==> src/verilog/mad_pkg.sv <==
// Notes on behaviour
// - Thirteen bit counter, 8K by 14 space
// - Small variant implements words 000h-3FFh
// - Large variant implements words 000h-7FFh
// - Fetches above implemented size wrap around
// - Reset vector 0000h, interrupt vector 0004h
// - Two banks, lowest 32 locations special
// - Small variant RAM at bank 0 40h-7Fh
// - Large variant RAM 20h-7Fh and A0h-BFh
// - Bank 1 F0h-FFh aliases bank 0 70h-7Fh
// - Unimplemented locations read as zero
// - Bank select bit picks bank 0 or 1
// - RAM holds 64 or 128 bytes
package mad_pkg;

  // ---------------------------------------------------------------
  // Widths and vectors
  // ---------------------------------------------------------------
  localparam int          PC_WIDTH    = 13;
  localparam int          WORD_WIDTH  = 14;
  localparam int          DATA_WIDTH  = 8;
  localparam int          DADDR_WIDTH = 8;
  localparam logic [12:0] RESET_VEC   = 13'h0000;
  localparam logic [12:0] INT_VEC     = 13'h0004;

  // ---------------------------------------------------------------
  // Program memory sizes (address bits kept)
  // ---------------------------------------------------------------
  localparam int SMALL_PBITS = 10;
  localparam int LARGE_PBITS = 11;

  // ---------------------------------------------------------------
  // Data map boundaries
  // ---------------------------------------------------------------
  localparam logic [7:0] SPECIAL_TOP   = 8'h1f;
  localparam logic [7:0] SMALL_RAM_LO  = 8'h40;
  localparam logic [7:0] LARGE_RAM_LO  = 8'h20;
  localparam logic [7:0] BANK0_RAM_HI  = 8'h7f;
  localparam logic [7:0] BANK1_RAM_LO  = 8'ha0;
  localparam logic [7:0] BANK1_RAM_HI  = 8'hbf;
  localparam logic [7:0] ALIAS_LO      = 8'hf0;
  localparam logic [7:0] ALIAS_HI      = 8'hff;
  localparam int         SMALL_BYTES   = 64;
  localparam int         LARGE_BYTES   = 128;
  localparam logic [6:0] RAM_IDX_B1    = 7'h20;

  // ---------------------------------------------------------------
  // Decode result carried between modules
  // ---------------------------------------------------------------
  typedef enum logic [2:0] {
    AREA_NONE    = 3'b001,
    AREA_SPECIAL = 3'b010,
    AREA_RAM     = 3'b100
  } mad_area_type;

  typedef struct packed {
    mad_area_type area;
    logic [6:0]   ram_idx;
    logic [7:0]   addr;
  } mad_dec_type;

endpackage

==> src/verilog/mad_data_decode.sv <==
`timescale 1ns/100ps
`default_nettype none
// Combinational data address decoder, shared by read and write paths
module mad_data_decode #(
  parameter bit LARGE = 1'b1
) (
  input  wire logic             bank_select_bit_in,
  input  wire logic [6:0]       inst_addr_in,
  output var  mad_pkg::mad_dec_type dec_out
);

  // ---------------------------------------------------------------
  // Area decode
  // ---------------------------------------------------------------
  logic [7:0] a;
  assign a = {bank_select_bit_in, inst_addr_in};

  // Bank 0 RAM index is the low seven bits; bank 1 RAM fills 00h-1Fh
  always_comb begin
    dec_out.addr    = a;
    dec_out.area    = mad_pkg::AREA_NONE;
    dec_out.ram_idx = 7'h00;
    if (inst_addr_in <= mad_pkg::SPECIAL_TOP[6:0]) begin
      dec_out.area = mad_pkg::AREA_SPECIAL;
    end else if (a >= mad_pkg::ALIAS_LO) begin
      dec_out.area    = mad_pkg::AREA_RAM;
      dec_out.ram_idx = a[6:0];
    end else if (!a[7]) begin
      if (a >= (LARGE ? mad_pkg::LARGE_RAM_LO : mad_pkg::SMALL_RAM_LO)) begin
        dec_out.area    = mad_pkg::AREA_RAM;
        dec_out.ram_idx = a[6:0];
      end
    end else if (LARGE && a >= mad_pkg::BANK1_RAM_LO &&
                 a <= mad_pkg::BANK1_RAM_HI) begin
      dec_out.area    = mad_pkg::AREA_RAM;
      dec_out.ram_idx = a[6:0] - mad_pkg::RAM_IDX_B1;
    end
  end

endmodule // mad_data_decode
`default_nettype wire

==> src/verilog/mad_memory_map.sv <==
`timescale 1ns/100ps
`default_nettype none
// Program counter wrap, vectors and data memory of the small core
module mad_memory_map #(
  parameter bit LARGE = 1'b1
) (
  input  wire logic        clock_in,
  input  wire logic        rst_n_in,
  input  wire logic        pc_load_in,
  input  wire logic [12:0] pc_value_in,
  input  wire logic        pc_step_in,
  input  wire logic        irq_take_in,
  input  wire logic        bank_select_bit_in,
  input  wire logic [6:0]  inst_addr_in,
  input  wire logic        data_wr_in,
  input  wire logic [7:0]  data_wdata_in,
  output logic      [12:0] pc_out,
  output logic      [10:0] fetch_addr_out,
  output logic             special_sel_out,
  output logic      [7:0]  special_addr_out,
  output logic      [7:0]  data_rdata_out
);

  // ---------------------------------------------------------------
  // Program counter
  // ---------------------------------------------------------------
  localparam int PBITS = LARGE ? mad_pkg::LARGE_PBITS : mad_pkg::SMALL_PBITS;
  localparam int BYTES = LARGE ? mad_pkg::LARGE_BYTES : mad_pkg::SMALL_BYTES;

  // Fetch address drops counter bits above the implemented size
  function automatic logic [10:0] wrap_pc(input logic [12:0] pc);
    logic [10:0] m;
    m = (PBITS == mad_pkg::LARGE_PBITS) ? 11'h7ff : 11'h3ff;
    return pc[10:0] & m;
  endfunction

  logic [12:0] pc_nxt;
  // Interrupt outranks a load, which outranks a step
  always_comb begin
    pc_nxt = pc_out;
    if (irq_take_in) begin
      pc_nxt = mad_pkg::INT_VEC;
    end else if (pc_load_in) begin
      pc_nxt = pc_value_in;
    end else if (pc_step_in) begin
      pc_nxt = pc_out + 13'h0001;
    end
  end

  always_ff @(posedge clock_in or negedge rst_n_in) begin
    if (!rst_n_in) begin
      pc_out         <= mad_pkg::RESET_VEC;
      fetch_addr_out <= 11'h000;
    end else begin
      pc_out         <= pc_nxt;
      fetch_addr_out <= wrap_pc(pc_nxt);
    end
  end

  // ---------------------------------------------------------------
  // Data memory
  // ---------------------------------------------------------------
  mad_pkg::mad_dec_type dec;
  mad_data_decode #(.LARGE(LARGE)) u_dec (
    .bank_select_bit_in (bank_select_bit_in),
    .inst_addr_in       (inst_addr_in),
    .dec_out            (dec)
  );

  logic [7:0] ram [0:BYTES-1];
  logic [6:0] idx;
  // Small variant stores 40h-7Fh at index 0..63
  assign idx = LARGE ? dec.ram_idx
                     : (dec.ram_idx - mad_pkg::SMALL_RAM_LO[6:0]);

  always_ff @(posedge clock_in) begin
    if (data_wr_in && dec.area == mad_pkg::AREA_RAM) begin
      ram[idx[$clog2(BYTES)-1:0]] <= data_wdata_in;
    end
  end

  // Area flag and full address for the register file outside this block
  always_ff @(posedge clock_in or negedge rst_n_in) begin
    if (!rst_n_in) begin
      special_sel_out  <= 1'b0;
      special_addr_out <= 8'h00;
    end else begin
      special_sel_out  <= (dec.area == mad_pkg::AREA_SPECIAL);
      special_addr_out <= dec.addr;
    end
  end

  // Registered read; special and unimplemented reads return zero
  always_ff @(posedge clock_in or negedge rst_n_in) begin
    if (!rst_n_in) begin
      data_rdata_out <= 8'h00;
    end else begin
      case (dec.area)
        mad_pkg::AREA_RAM: begin
          data_rdata_out <= ram[idx[$clog2(BYTES)-1:0]];
        end
        default: begin
          data_rdata_out <= 8'h00;
        end
      endcase
    end
  end
endmodule // mad_memory_map
`default_nettype wire

==> config.mk <==
export PLATFORM = sky130hd
export DESIGN_NAME = mad_memory_map
export DESIGN_NICKNAME = d
export VERILOG_FILES = /design/src/verilog/mad_pkg.sv /design/src/verilog/mad_data_decode.sv /design/src/verilog/mad_memory_map.sv
export SDC_FILE = /design/constraint.sdc
export NUM_CORES = 1
export LEC_CHECK = 0
export BUFFER_PORTS_ARGS = -buffer_cell sky130_fd_sc_hd__buf_2
export CAP_MARGIN = 20
export CELL_PAD_IN_SITES_DETAIL_PLACEMENT = 1
export CELL_PAD_IN_SITES_GLOBAL_PLACEMENT = 1
export CORE_AREA = 5 5 327 329
export DETAILED_ROUTE_END_ITERATION = 16
export DIE_AREA = 0 0 332 334
export PLACE_DENSITY_LB_ADDON = 0.1
export SLEW_MARGIN = 20
export SYNTH_ARGS = -nofsm -noshare
export SYNTH_HDL_FRONTEND = slang
export SYNTH_SLANG_ARGS = --single-unit
==> constraint.sdc <==
create_clock -name clock_in -period 3.8 [get_ports clock_in]
set_input_delay 0.95 -clock clock_in [delete_from_list [all_inputs] [get_ports clock_in]]
set_output_delay 0.95 -clock clock_in [all_outputs]
set_load 0.05 [all_outputs]
==> results <==
- The net count of the finished layout is 3254.
- The setup slack after placement is -1.02 ns.
- The die covers 111000 sq um.
- The remaining global-route overflow is 0.
- STA classifies the critical path endpoint as a flip-flop.
- The number of standard cells after synthesis is 2640.
- The root buffer selected by CTS is clkbuf_16.
- TritonCTS built the clock tree.
- The H-tree was split into 3 levels.
- Across the VDD grid, the largest voltage drop is 401 uV.
- At the pin with the least slew margin, the transition time is 1.10 ns.
- The worst register-to-register path has a depth of 10.
- The via count of the first global-routing pass is 28801.
- For the finished layout, the period the worst path requires is 3.80 ns.
- The number of enable-type register cells in the synthesized netlist is 1024.
- The violation count after the first detailed-routing iteration is 2884.
- The clock transition time at the flip-flop clock pins of the worst setup and hold paths is 0.07 ns.
- Summing all placed instances gives a cell area of 48200 sq um.
- The number of buffers inserted during clock tree synthesis is 112.
- Excluding fillers, the count of instances in the completed layout stands at 4696.
- For this design the top-level I/O count stands at 76.
- The floorplan step set the die height to 334 microns.
- The cell area after technology mapping is 41100 sq um.
- For this run, the register share of the synthesized area comes to 76.6%.
- Global routing used 26.3% of the available tracks across all layers.
- The count of nets left with antenna violations once routing finished came out at 0.
- The setup path with the least slack is of type in -> reg.
- Each instance of the synthesized netlist takes up on average 15.6 sq um.
- The later pin in the worst-skew pair is clocked with a latency of 0.72 ns.
- The number of hold violations in the final report is 0.
- The flow ran to the end, and the final reports show no timing, DRC or antenna violations.
- Buffers placed on the I/O ports in this run total 75.
- The total non-filler cell area in the finished layout is 51900 sq um.
- The die boundary width is 332 microns.
- Across the run, the number of max-cap violations was 0.
- The synthesized net count is 2678.
- For this run, asynchronously set or reset flops after synthesis account for 2.85%.
- Cells with a size suffix above 1 make up 28.0% of the layout.
- The highest attainable clock frequency is 0.263 GHz.
- The total power density per cell area is 498 nW/um^2.
- At the end of routability-driven placement, the weighted congestion stood at 0.932.
- The final route contains 27730 vias.
- The first detailed-routing pass ran for 7 iterations.
- The hold buffer count at CTS is 0.
- In this run the post-CTS setup repair buffer count came out at 0.
- On the final layout, the worst clock skew is 0.0281 ns.
- The worst endpoint required time is 4.40 ns.
- In this run the static leakage power is 17.6 nW.
- The effective utilization at floorplan is 39.8%.
- The ratio of routed vias to standard cells is 5.91.
- Cells fill 50.3% of the core in the end.
- The cell total after placement is 4482.
- The data arrival time of the critical path is 4.39 ns.
- The global-route wire length before repair is 212000 microns.
- The number of standard-cell rows in the floorplan is 118.
- The final routed DRC violation total is 0.
- The number of endpoints failing setup at the final stage is 0.
- Leaving out fill and tap cells, the most frequent cell in the layout is edfxtp_1.
- In this run, synthesis produced a sequential element count of 1054.
- The critical path startpoint category is an input pin.
- Entering global routing, the biggest net connects 81 pins.
- The count of final max-slew check failures is 0.
- The remaining max-slew budget at the tightest pin is 26.5%.
- The predominant post-synthesis flop cell is edfxtp_1.
- The count of different cell masters after synthesis is 75.
- Setup repair after global routing left no endpoint under its margin.
- After legalization and detailed placement, the total HPWL measured 103000 microns.
- CTS saw 1054 sinks.
- The area inside the core boundary is 103000 sq um.
- The routed design has 149000 microns of wire.
- No sink is reached through more buffers than the 3 on the longest clock path.
- After detailed routing, the average wire length per cell comes to 31.7 microns.
- The min-delay analysis places its worst path in the category in -> async.
- The worst hold margin is 0.219 ns.
- Yosys printed 0 warnings.
- The number of antenna violations at the first check in global routing is 11.
- In the layout the commonest cells are edfxtp_1 (1024), buf_4 (504), nand2_1 (254), nor2_1 (153), o22ai_1 (137).
- Setup slack on the critical path of the routed design comes to 0.00492 ns.
- The layout overhead on the synthesized area is 26.3%.
- The largest fanout on the critical path is 11.
- The period utilization is 99.9%.
[worst paths after layout]
check	slack (ns)	startpoint	endpoint
max	0.005	inst_addr_in[0]	data_rdata_out[7]
min	0.22	rst_n_in	data_rdata_out[4]
max reg2reg	0.95	ram[106][6]	data_rdata_out[6]
min reg2reg	0.73	pc_out[12]	pc_out[12]
max in group asynchronous	2.78	rst_n_in	special_sel_out
min in group clock_in	0.46	inst_addr_in[0]	special_addr_out[0]
[synthesized netlist by cell type (all sizes together), types with 17 or more instances]
cell	count	share of area, %
edfxtp	1024	75
nand2	258	2.4
nor2	177	1.6
o22ai	137	2.1
clkbuf	123	1.1
a31oi	81	1.2
buf	78	1.0
nand3	70	0.86
a2111oi	45	1.1
mux2i	43	1.0
nor3	43	0.54
o31ai	37	0.68
o21ai	34	0.41
a221o	33	0.80
o22a	33	0.70
o221ai	32	0.68
dfrtp	30	1.8
mux2	30	0.82
a21oi	28	0.34
nand4	25	0.38
inv	23	0.21
nor4	17	0.30
[cell type report]
type / count / area, sq um
clock buffer: 137 / 2930
multi-input combinational: 1362 / 8960
antenna: 1 / 2.50
clock inverter: 76 / 768
timing repair buffer: 663 / 5970
tap: 1380 / 1730
fill: 9823 / 51300
sequential: 1054 / 31500
inverter: 23 / 86.3
[metal layers]
layer  vias up  track usage [%]  share of wire (%)
met5         -                0              0.038
met3       255             6.86                8.0
met4         8             8.39                3.5
met2      1086             42.2                 47
met1     14599             35.5                 42
li1      11782                -                  -
[stage by stage]
| stage | setup TNS (ns) | power (mW) |
|---|---|---|
| detailed placement | -261.72 | 15.1 |
| global placement | -218.60 | 15.1 |
| finish | 0 | 25.9 |
| floorplan | 0 | 13.8 |
| CTS | 0 | 26.1 |
| global route | 0 | 26.7 |
[sequential cells by signal, indices dropped and copies added (netlist names)]
name / flops
ram: 1024
special_sel_out: 1
pc_out: 13
data_rdata_out: 8
special_addr_out: 8
[worst max-delay path: stages]
cell	delay, ns
buf_6	0.10
or3_1	0.50
buf_4	0.20
nor4_1	0.26
buf_4	0.20
o211ai_4	0.26
buf_4	0.29
a2111oi_0	0.65
o41ai_1	0.17
a41oi_1	0.39
buf_4	0.19
nor4_1	0.05
o2111a_1	0.17
[cell families after synthesis]
kind of cell / synth area share (%)
DFF: 76.6
and+or+nand+nor: 7.34
AOI/OAI and AO/OA: 11.1
buffers and inverters: 2.37
muxes: 2.25
xor gates and xnor gates: 0.256
adders and majority gates: 0.0913
[timing repair]
action,4_1_cts,5_1_grt
hold endpoints to repair,0,0
setup endpoints to repair,1,1
resized for setup,1,1
[report_power, final]
part / leakage, nW / internal [mW] / total [mW] / switching (mW)
combinational: 6.25 / 0.681 / 2.05 / 1.37
sequential: 9.58 / 12.8 / 12.8 / 0.0456
clock: 1.81 / 6.32 / 11.0 / 4.67
No activity file was read; power rests on OpenSTA's default activity.
